--- src/hdl/rfcrb_pkg.sv ---
package rfcrb_pkg;

   // ***********************************************************
   // Serial frame layout.
   // ***********************************************************
   localparam int HDR_BITS = 16;
   localparam int DATA_BITS = 32;
   localparam logic [3:0] MODE_READ = 4'h8;

   // ***********************************************************
   // Register indices, field positions and values after reset.
   // ***********************************************************
   localparam logic [11:0] RF_IF_CONFIGURATION_IDX = 12'h000;
   localparam logic [11:0] TEST_CONTROL_SECOND_IDX = 12'h009;
   localparam logic [11:0] SAMPLE_CLOCK_CONFIGURATION_IDX = 12'h00A;
   localparam int READBACK_CALC_POS = 29;
   localparam logic [31:0] RF_IF_CONFIGURATION_RST = 32'hA2241603;
   localparam logic [31:0] TEST_CONTROL_SECOND_RST = 32'h00000000;
   localparam logic [31:0] SAMPLE_CLOCK_CONFIGURATION_RST = 32'h00000000;
   localparam logic [6:0] IF_FILTER_CENTER_RST = 7'h58;

   // RF and IF configuration word, bit 31 first.
   typedef struct packed {
      logic device_power_enable;
      logic idle_select;
      logic [3:0] fixed_high;
      logic [3:0] fixed_low;
      logic [1:0] keep_upper;
      logic [1:0] keep_lower;
      logic mixer_pole_select;
      logic [1:0] low_noise_amp_band_select;
      logic [1:0] mixer_band_select;
      logic [6:0] if_filter_center;
      logic [2:0] if_filter_bandwidth;
      logic filter_order_select;
      logic polyphase_filter_select;
      logic filter_gain_select;
   } rfcrb_rf_cfg_s;

   // Sample clock configuration word, bit 31 first.
   typedef struct packed {
      logic [3:0] spare_high;
      logic [11:0] sample_clock_l_count;
      logic [11:0] sample_clock_m_count;
      logic pre_fractional_divider_select;
      logic clock_output_select;
      logic [1:0] spare_low;
   } rfcrb_clk_cfg_s;

   // Write request handed from the serial port to the register bank.
   typedef struct packed {
      logic wr;
      logic [11:0] addr;
      logic [31:0] data;
   } rfcrb_req_s;

endpackage

--- src/hdl/rfcrb_serial_port.sv ---
`timescale 1ns/1ps
`default_nettype none
module rfcrb_serial_port (
   input wire logic sys_clk,
   input wire logic rst_n,
   input wire logic spi_cs_n,
   input wire logic spi_sclk,
   input wire logic spi_sdata_in,
   input wire logic [31:0] rd_data,
   output logic [11:0] look_addr,
   output rfcrb_pkg::rfcrb_req_s req_ff,
   output logic sdata_out_ff,
   output logic sdata_oe_ff
);
   import rfcrb_pkg::*;

   // ***********************************************************
   // Frame sequencer.
   // ***********************************************************
   typedef enum logic [3:0] {
      ST_HDR = 4'b0001,
      ST_WR = 4'b0010,
      ST_RD = 4'b0100,
      ST_HOLD = 4'b1000
   } rfcrb_sp_state_e;

   rfcrb_sp_state_e state_ff, nxt_state;
   logic sclk_prev_ff;
   logic sclk_rise;
   logic [5:0] cnt_ff, nxt_cnt;
   logic [15:0] hdr_ff, nxt_hdr;
   logic [31:0] shift_ff, nxt_shift;
   rfcrb_req_s nxt_req;
   logic nxt_sdata_out, nxt_sdata_oe;

   // The last header bit is still on the pin, so the address is ready.
   assign look_addr = hdr_ff[14:3];
   assign sclk_rise = spi_sclk & ~sclk_prev_ff;

   // Next values: shift on rising clock edges while selected.
   always_comb begin
      nxt_state = state_ff;
      nxt_cnt = cnt_ff;
      nxt_hdr = hdr_ff;
      nxt_shift = shift_ff;
      nxt_req = req_ff;
      nxt_req.wr = 1'b0;
      nxt_sdata_out = sdata_out_ff;
      nxt_sdata_oe = sdata_oe_ff;
      if (spi_cs_n) begin
         nxt_state = ST_HDR;
         nxt_cnt = 6'h00;
         nxt_sdata_oe = 1'b0;
      end else if (sclk_rise) begin
         nxt_cnt = cnt_ff + 6'h01;
         unique case (state_ff)
            ST_HDR: begin
               nxt_hdr = {hdr_ff[14:0], spi_sdata_in};
               if (cnt_ff == 6'(HDR_BITS - 1)) begin
                  nxt_cnt = 6'h00;
                  nxt_req.addr = look_addr;
                  if (nxt_hdr[3:0] == MODE_READ) begin
                     nxt_state = ST_RD;
                     nxt_sdata_out = rd_data[31];
                     nxt_sdata_oe = 1'b1;
                     nxt_shift = {rd_data[30:0], 1'b0};
                  end else begin
                     nxt_state = ST_WR;
                  end
               end
            end
            ST_WR: begin
               nxt_shift = {shift_ff[30:0], spi_sdata_in};
               if (cnt_ff == 6'(DATA_BITS - 1)) begin
                  nxt_req.wr = 1'b1;
                  nxt_req.data = nxt_shift;
                  nxt_state = ST_HOLD;
               end
            end
            ST_RD: begin
               if (cnt_ff == 6'(DATA_BITS - 1)) begin
                  nxt_sdata_oe = 1'b0;
                  nxt_state = ST_HOLD;
               end else begin
                  nxt_sdata_out = shift_ff[31];
                  nxt_shift = {shift_ff[30:0], 1'b0};
               end
            end
            ST_HOLD: begin
               nxt_cnt = cnt_ff;
            end
         endcase
      end
   end

   // State registers.
   always_ff @(posedge sys_clk or negedge rst_n) begin
      if (!rst_n) begin
         state_ff <= ST_HDR;
         sclk_prev_ff <= 1'b0;
         cnt_ff <= 6'h00;
         hdr_ff <= 16'h0000;
         shift_ff <= 32'h00000000;
         req_ff <= '0;
         sdata_out_ff <= 1'b0;
         sdata_oe_ff <= 1'b0;
      end else begin
         state_ff <= nxt_state;
         sclk_prev_ff <= spi_sclk;
         cnt_ff <= nxt_cnt;
         hdr_ff <= nxt_hdr;
         shift_ff <= nxt_shift;
         req_ff <= nxt_req;
         sdata_out_ff <= nxt_sdata_out;
         sdata_oe_ff <= nxt_sdata_oe;
      end
   end

endmodule
`default_nettype wire

--- src/hdl/rfcrb_register_bank.sv ---
`timescale 1ns/1ps
`default_nettype none
module rfcrb_register_bank (
   input wire logic sys_clk,
   input wire logic arst_n,
   input wire logic spi_cs_n,
   input wire logic spi_sclk,
   input wire logic spi_sdata_in,
   output logic spi_sdata_out,
   output logic spi_sdata_oe,
   output rfcrb_pkg::rfcrb_rf_cfg_s rf_cfg_ff,
   output logic [31:0] test_ctrl_ff,
   output rfcrb_pkg::rfcrb_clk_cfg_s clk_cfg_ff,
   output logic receiver_active_ff,
   output logic readback_calculation_bit_ff
);
   import rfcrb_pkg::*;

   // ***********************************************************
   // Reset release.
   // ***********************************************************
   logic rst_meta_ff;
   logic rst_n;

   // Assertion is immediate, release passes two flip-flops.
   always_ff @(posedge sys_clk or negedge arst_n) begin
      if (!arst_n) begin
         rst_meta_ff <= 1'b0;
         rst_n <= 1'b0;
      end else begin
         rst_meta_ff <= 1'b1;
         rst_n <= rst_meta_ff;
      end
   end

   // ***********************************************************
   // Address decode.
   // ***********************************************************

   // Returns a one-hot select: bit 0 RF/IF, bit 1 test, bit 2 clock.
   function automatic logic [2:0] reg_select(input logic [11:0] addr);
      logic [2:0] sel;
      sel = 3'h0;
      if (addr == RF_IF_CONFIGURATION_IDX) begin
         sel[0] = 1'b1;
      end
      if (addr == TEST_CONTROL_SECOND_IDX) begin
         sel[1] = 1'b1;
      end
      if (addr == SAMPLE_CLOCK_CONFIGURATION_IDX) begin
         sel[2] = 1'b1;
      end
      return sel;
   endfunction

   // ***********************************************************
   // Serial port.
   // ***********************************************************
   logic [11:0] look_addr;
   logic [2:0] look_sel;
   logic [31:0] rd_data;
   rfcrb_req_s req_ff;
   logic [2:0] wr_sel;

   // The port runs from the same reset regardless of power state.
   rfcrb_serial_port u_port (
      .sys_clk(sys_clk),
      .rst_n(rst_n),
      .spi_cs_n(spi_cs_n),
      .spi_sclk(spi_sclk),
      .spi_sdata_in(spi_sdata_in),
      .rd_data(rd_data),
      .look_addr(look_addr),
      .req_ff(req_ff),
      .sdata_out_ff(spi_sdata_out),
      .sdata_oe_ff(spi_sdata_oe)
   );

   // Read mux; unmapped addresses read as zero.
   always_comb begin
      look_sel = reg_select(look_addr);
      rd_data = 32'h00000000;
      if (look_sel[0]) begin
         rd_data = rf_cfg_ff;
      end else if (look_sel[1]) begin
         rd_data = test_ctrl_ff;
      end else if (look_sel[2]) begin
         rd_data = clk_cfg_ff;
      end
   end

   // ***********************************************************
   // Register bank.
   // ***********************************************************
   rfcrb_rf_cfg_s nxt_rf_cfg;
   rfcrb_clk_cfg_s nxt_clk_cfg;
   logic [31:0] nxt_test_ctrl;
   logic nxt_active, nxt_readback;

   // Whole-word writes; reserved fields store what the host sends.
   always_comb begin
      wr_sel = reg_select(req_ff.addr);
      nxt_rf_cfg = rf_cfg_ff;
      nxt_test_ctrl = test_ctrl_ff;
      nxt_clk_cfg = clk_cfg_ff;
      if (req_ff.wr && wr_sel[0]) begin
         nxt_rf_cfg = rfcrb_rf_cfg_s'(req_ff.data);
      end
      if (req_ff.wr && wr_sel[1]) begin
         nxt_test_ctrl = req_ff.data;
      end
      if (req_ff.wr && wr_sel[2]) begin
         nxt_clk_cfg = rfcrb_clk_cfg_s'(req_ff.data);
      end
      // Receiver runs only when powered and not idle.
      nxt_active = nxt_rf_cfg.device_power_enable &
                   ~nxt_rf_cfg.idle_select;
      nxt_readback = nxt_test_ctrl[READBACK_CALC_POS];
   end

   // Register update.
   always_ff @(posedge sys_clk or negedge rst_n) begin
      if (!rst_n) begin
         rf_cfg_ff <= rfcrb_rf_cfg_s'(RF_IF_CONFIGURATION_RST);
         test_ctrl_ff <= TEST_CONTROL_SECOND_RST;
         clk_cfg_ff <= rfcrb_clk_cfg_s'(SAMPLE_CLOCK_CONFIGURATION_RST);
         receiver_active_ff <= 1'b1;
         readback_calculation_bit_ff <= 1'b0;
      end else begin
         rf_cfg_ff <= nxt_rf_cfg;
         test_ctrl_ff <= nxt_test_ctrl;
         clk_cfg_ff <= nxt_clk_cfg;
         receiver_active_ff <= nxt_active;
         readback_calculation_bit_ff <= nxt_readback;
      end
   end

   // ***********************************************************
   // Checks.
   // ***********************************************************
   power_off_a: assert property (
      @(posedge sys_clk) disable iff (!rst_n)
      (req_ff.wr && req_ff.addr == RF_IF_CONFIGURATION_IDX)
      |=> (rf_cfg_ff.device_power_enable == $past(req_ff.data[31]))
          && ($past(req_ff.data[31]) || !receiver_active_ff))
      else $error("Power enable did not follow the written bit.");

   idle_readback_a: assert property (
      @(posedge sys_clk) disable iff (!rst_n)
      (req_ff.wr && req_ff.addr == RF_IF_CONFIGURATION_IDX)
      ##1 (look_addr == RF_IF_CONFIGURATION_IDX)
      |-> rd_data[30] == $past(req_ff.data[30]))
      else $error("Idle bit does not read back as written.");

   pole_select_a: assert property (
      @(posedge sys_clk) disable iff (!rst_n)
      ($rose(rst_n) |-> !rf_cfg_ff.mixer_pole_select)
      and ((req_ff.wr && wr_sel[0])
           |=> rf_cfg_ff.mixer_pole_select == $past(req_ff.data[17])))
      else $error("Mixer pole select wrong after reset or write.");

   // The pole select only moves on a write to its word.
   pole_hold_a: assert property (
      @(posedge sys_clk) disable iff (!rst_n)
      !(req_ff.wr && wr_sel[0]) |=> $stable(rf_cfg_ff.mixer_pole_select))
      else $error("Mixer pole select changed without a write.");

   // Idle bit and receiver state follow the written word.
   idle_state_a: assert property (
      @(posedge sys_clk) disable iff (!rst_n)
      (req_ff.wr && wr_sel[0])
      |=> rf_cfg_ff.idle_select == $past(req_ff.data[30])
          && receiver_active_ff
             == ($past(req_ff.data[31]) && !$past(req_ff.data[30])))
      else $error("Idle bit or receiver state not as written.");

   // A powered-down device still takes writes over the serial port.
   serial_alive_a: assert property (
      @(posedge sys_clk) disable iff (!rst_n)
      (req_ff.wr && wr_sel[0] && !rf_cfg_ff.device_power_enable)
      |=> rf_cfg_ff == $past(req_ff.data))
      else $error("Register write lost while powered down.");

   // Every low field lands at its own place.
   low_fields_a: assert property (
      @(posedge sys_clk) disable iff (!rst_n)
      (req_ff.wr && wr_sel[0])
      |=> {rf_cfg_ff.low_noise_amp_band_select, rf_cfg_ff.mixer_band_select,
           rf_cfg_ff.if_filter_center, rf_cfg_ff.if_filter_bandwidth,
           rf_cfg_ff.filter_order_select, rf_cfg_ff.polyphase_filter_select,
           rf_cfg_ff.filter_gain_select} == $past(req_ff.data[16:0]))
      else $error("Low configuration fields not stored.");

   // The clock output select sits just below the divider select.
   clock_out_a: assert property (
      @(posedge sys_clk) disable iff (!rst_n)
      (req_ff.wr && wr_sel[2])
      |=> clk_cfg_ff.clock_output_select == $past(req_ff.data[2]))
      else $error("Clock output select not stored.");

   center_reset_a: assert property (
      @(posedge sys_clk) disable iff (!rst_n)
      $rose(rst_n) |-> rf_cfg_ff.if_filter_center == IF_FILTER_CENTER_RST
                       && rf_cfg_ff.low_noise_amp_band_select == 2'h0)
      else $error("Filter centre not at its reset value.");

   clock_fields_a: assert property (
      @(posedge sys_clk) disable iff (!rst_n)
      (req_ff.wr && req_ff.addr == SAMPLE_CLOCK_CONFIGURATION_IDX)
      |=> clk_cfg_ff.sample_clock_l_count == $past(req_ff.data[27:16])
          && clk_cfg_ff.sample_clock_m_count == $past(req_ff.data[15:4])
          && clk_cfg_ff.pre_fractional_divider_select
             == $past(req_ff.data[3]))
      else $error("Clock configuration fields not stored.");

endmodule
`default_nettype wire

--- config.mk ---
export PLATFORM = sky130hd
export DESIGN_NAME = rfcrb_register_bank
export DESIGN_NICKNAME = d
export VERILOG_FILES = /design/src/hdl/rfcrb_pkg.sv /design/src/hdl/rfcrb_serial_port.sv /design/src/hdl/rfcrb_register_bank.sv
export SDC_FILE = /design/constraint.sdc
export NUM_CORES = 1
export LEC_CHECK = 0
export CAP_MARGIN = 20
export CORE_AREA = 2 2 187 189
export CTS_CLUSTER_SIZE = 10
export DETAILED_ROUTE_END_ITERATION = 7
export DIE_AREA = 0 0 189 191
export DONT_BUFFER_PORTS = 1
export PLACE_DENSITY_LB_ADDON = 0.05
export SETUP_SLACK_MARGIN = 0.15
export SLEW_MARGIN = 20
export SYNTH_ARGS = -nofsm -noshare
export SYNTH_HDL_FRONTEND = slang
export SYNTH_SLANG_ARGS = --single-unit
export TNS_END_PERCENT = 100
--- constraint.sdc ---
create_clock -name sys_clk -period 9.4 [get_ports sys_clk]
set_clock_uncertainty 0.15 [all_clocks]
set_input_delay 2.82 -clock sys_clk [delete_from_list [all_inputs] [get_ports sys_clk]]
set_output_delay 2.82 -clock sys_clk [all_outputs]
set_load 0.02 [all_outputs]
==> results.sh <==
export IMPL_run_status="complete, no violations"
export IMPL_ys_ff_latch=204
export IMPL_timing_final_hold_violations=0
export IMPL_crit_required_ns=9.65
export IMPL_globalRouteTotalUtil=0.148
export IMPL_global_route_overflow_total=0
export IMPL_clock_network_latency_to_the_later_pin_of_the_worst_skew_pair_ns=0.52
export IMPL_adder_and_majority_cell_fraction_of_the_synthesized_area=0.00133
export IMPL_finalWorstPathRequiredPeriod_ns=4.78
export IMPL_postCtsSetupBuffers=0
export IMPL_layout_cell_area_non_filler_mm2=0.0108
export IMPL_area_growth_pct=14.8
export IMPL_cts_hold_buffers_added=0
export IMPL_switching_share=0.285
export IMPL_clock_power_share=0.446
export IMPL_htreeDepth=1
export IMPL_complex_gate_fraction_of_the_synthesized_area=0.0649
export IMPL_syn_nets=735
export IMPL_grt_pass1_wl_um=41000
export IMPL_fin_tns_setup_ns=0
export IMPL_pwr_share_seq=0.428
export IMPL_mostFrequentLayoutCell="dfrtp_1"
export IMPL_power_share_combinational=0.126
export IMPL_synth_simple_area_share=0.120
export IMPL_synth_mux_area_fraction=0.237
export IMPL_cp_arrival_ns=5.03
export IMPL_worstPathMaxFanout=16
export IMPL_n_antenna_cell=0
export IMPL_postSynth_topFlopCell="dfrtp_1"
export IMPL_postRouteWirelength_um=26700
export IMPL_cp_start_kind="primary input"
export IMPL_unrepaired_setup_endpoints_after_global_routing="false"
export IMPL_root_buffer="clkbuf_16"
export IMPL_synth_area_per_cell_um2=12.9
export IMPL_post_synth_instance_area_mm2=0.00939
export IMPL_cts_tree="done"
export IMPL_power_per_cell_area_mw_per_mm2=200
export IMPL_max_vdd_ir_drop_mv=0.134
export IMPL_synth_sequential_area_ratio=0.545
export IMPL_synth_top_family_by_area="multiplexers"
export IMPL_cp_endpoint_kind="register"
export IMPL_cts_sink_count=204
export IMPL_core_area_mm2=0.0341
export IMPL_min_period_over_period=0.508
export IMPL_drcViolationCount=0
export IMPL_firstDrtPassIters=6
export IMPL_max_clock_freq_ghz=0.209
export IMPL_path_clk_slew_ns=0.05
export IMPL_final_antenna_net_count=0
export IMPL_r2r_worst_path_cells=6
export IMPL_cts_made_buffers=26
export IMPL_hold_path_class="register to register"
export IMPL_slowest_delay_ns=0.90
export IMPL_async_sr_flop_fraction=1.00
export IMPL_drv_max_cap_violation_count=0
export IMPL_synth_lib_cells_used_distinct=56
export IMPL_setup_viol=0
export IMPL_post_cts_resized=0
export IMPL_most_frequent_cells_in_the_layout="dfrtp_1, mux2_2, nand2_1, o21ai_0, nor3b_1"
export IMPL_synthCells=729
export IMPL_start_util=0.275
export IMPL_grt_antenna_before_repair=0
export IMPL_total_cell_area_at_the_placement_stage_mm2=0.00992
export IMPL_grt_max_degree=76
export IMPL_die_area_mm2=0.0361
export IMPL_critical_path_slowest_cell="nor2_1"
export IMPL_port_buffers=0
export IMPL_timing_worst_setup_path_type="primary input to register"
export IMPL_whs_path_depth=0
export IMPL_design_portCount=105
export IMPL_std_cell_rows=68
export IMPL_synth_warnings=0
export IMPL_layout_drive_gt1_share=0.365
export IMPL_grt_pass1_vias=6273
export IMPL_leakage_uw=0.00493
export IMPL_dr_total_vias=5905
export IMPL_gp_congestion=0.724
export IMPL_cell_chain_critical_path="nor3b_4 -> nand2_1 -> nor2_1 -> mux2_2"
export IMPL_detail_route_wl_per_cell_um=22.3
export IMPL_detail_route_iter0_violations=256
export IMPL_die_width_um=189
export IMPL_synthXorXnorAreaFrac=0.00360
export IMPL_detailedPlacementHpwl_um=16500
export IMPL_num_nets_final=726
export IMPL_dieHeight_um=191
export IMPL_power_internal_uw=1540
export IMPL_max_slew_margin_rel=0.350
export IMPL_synth_edff_count=0
export IMPL_switching_power_uw=615
export IMPL_timing_max_transition_violations_final=0
export IMPL_cts_max_path_buffers=3
export IMPL_tightestPinTransition_ns=0.972
export IMPL_route_detailed_vias_per_inst=4.94
-- cell usage after synthesis (4+ instances only) --
cell type	n	area, um2
nand2_1	41	154
mux2_4	29	435
nor2_1	12	45.0
and3_1	31	194
nor3b_1	34	255
clkbuf_1	37	139
a311oi_1	32	280
o21ai_0	37	185
dfrtp_1	192	4800
dfstp_2	12	315
nor3_1	33	165
mux2_2	156	1760
nor4_1	4	25.0
buf_2	14	70.1
a21oi_1	7	35.0
-- path summary, 6_finish.rpt --
| path | start | to | slack, ns |
|---|---|---|---|
| min in group asynchronous | rst_n | clk_cfg_ff[26] | 0.27 |
| hold reg to reg | rst_meta_ff | rst_n | 0.20 |
| setup reg to reg | u_port.state_ff[3] | u_port.req_ff[4] | 6.11 |
| hold / removal | rst_meta_ff | rst_n | 0.20 |
| max in group asynchronous | arst_n | rst_n | 7.18 |
| setup / recovery | spi_cs_n | u_port.req_ff[40] | 4.62 |
-- metrics by stage --
stage / hold slack, ns / setup WS [ns] / util / total power, uW / std cells
2_1_floorplan: 0.181 / 3.17 / - / 1080 / 729
3_3_place_gp: 0.187 / 4.15 / 0.290 / 1190 / 1143
3_5_place_dp: 0.193 / 4.05 / 0.291 / 1220 / 1145
4_1_cts: 0.206 / 4.61 / 0.315 / 2200 / 1193
5_1_grt: 0.218 / 4.40 / 0.316 / 2260 / 1195
6_report: 0.204 / 4.62 / 0.316 / 2160 / 1195
-- cell families (layout without fill, tap and decap cells) --
family | count (synthesis) | in the layout
fa+ha+maj | 1 | 1
xor+xnor | 3 | 3
buf+inv | 58 | 69
compound gates | 87 | 87
flops | 204 | 204
mux | 188 | 188
other cells | 1 | 1
simple gates | 187 | 187
-- layout make-up --
type	count	area, um2
fillers	3394	23300
well taps	455	569
flip-flops and latches	204	5130
clock inverters	1	5.00
repair buffers	18	183
multi-input cells	467	4070
inverters	3	11.3
clock buffers	47	821
-- per-layer routing --
metal | part of all wire | wire (um) | GRT usage | vias up
met1 | 0.47 | 12600 | 0.204 | 3094
met3 | 0.051 | 1350 | 0.0308 | 27
li1 | - | - | - | 2682
met2 | 0.46 | 12300 | 0.239 | 102
met5 | 0 | 0 | 0 | -
met4 | 0.015 | 387 | 0.0325 | 0
-- worst max-delay path, delay by kind of cell --
| family | cells | cell delay (ns) |
|---|---|---|
| muxes | 1 | 0.42 |
| and+or+nand+nor | 3 | 1.77 |
-- power by group through the flow --
stage / Combinational, uW / Sequential, uW / Clock (uW)
finish: 271 / 924 / 964
global route: 296 / 927 / 1030
CTS: 276 / 924 / 998
detailed placement: 275 / 940 / 0
global placement: 255 / 939 / 0
floorplan: 141 / 937 / 0
-- sequential cells by signal, indices dropped and copies added, names as in the netlist, 4 cells and up --
| register | flops |
|---|---|
| u_port.req_ff | 45 |
| clk_cfg_ff | 32 |
| rf_cfg_ff | 32 |
| test_ctrl_ff | 32 |
| u_port.shift_ff | 32 |
| u_port.hdr_ff | 15 |
| u_port.cnt_ff | 6 |
| u_port.state_ff | 4 |
Power figures use the tool's default switching activity.
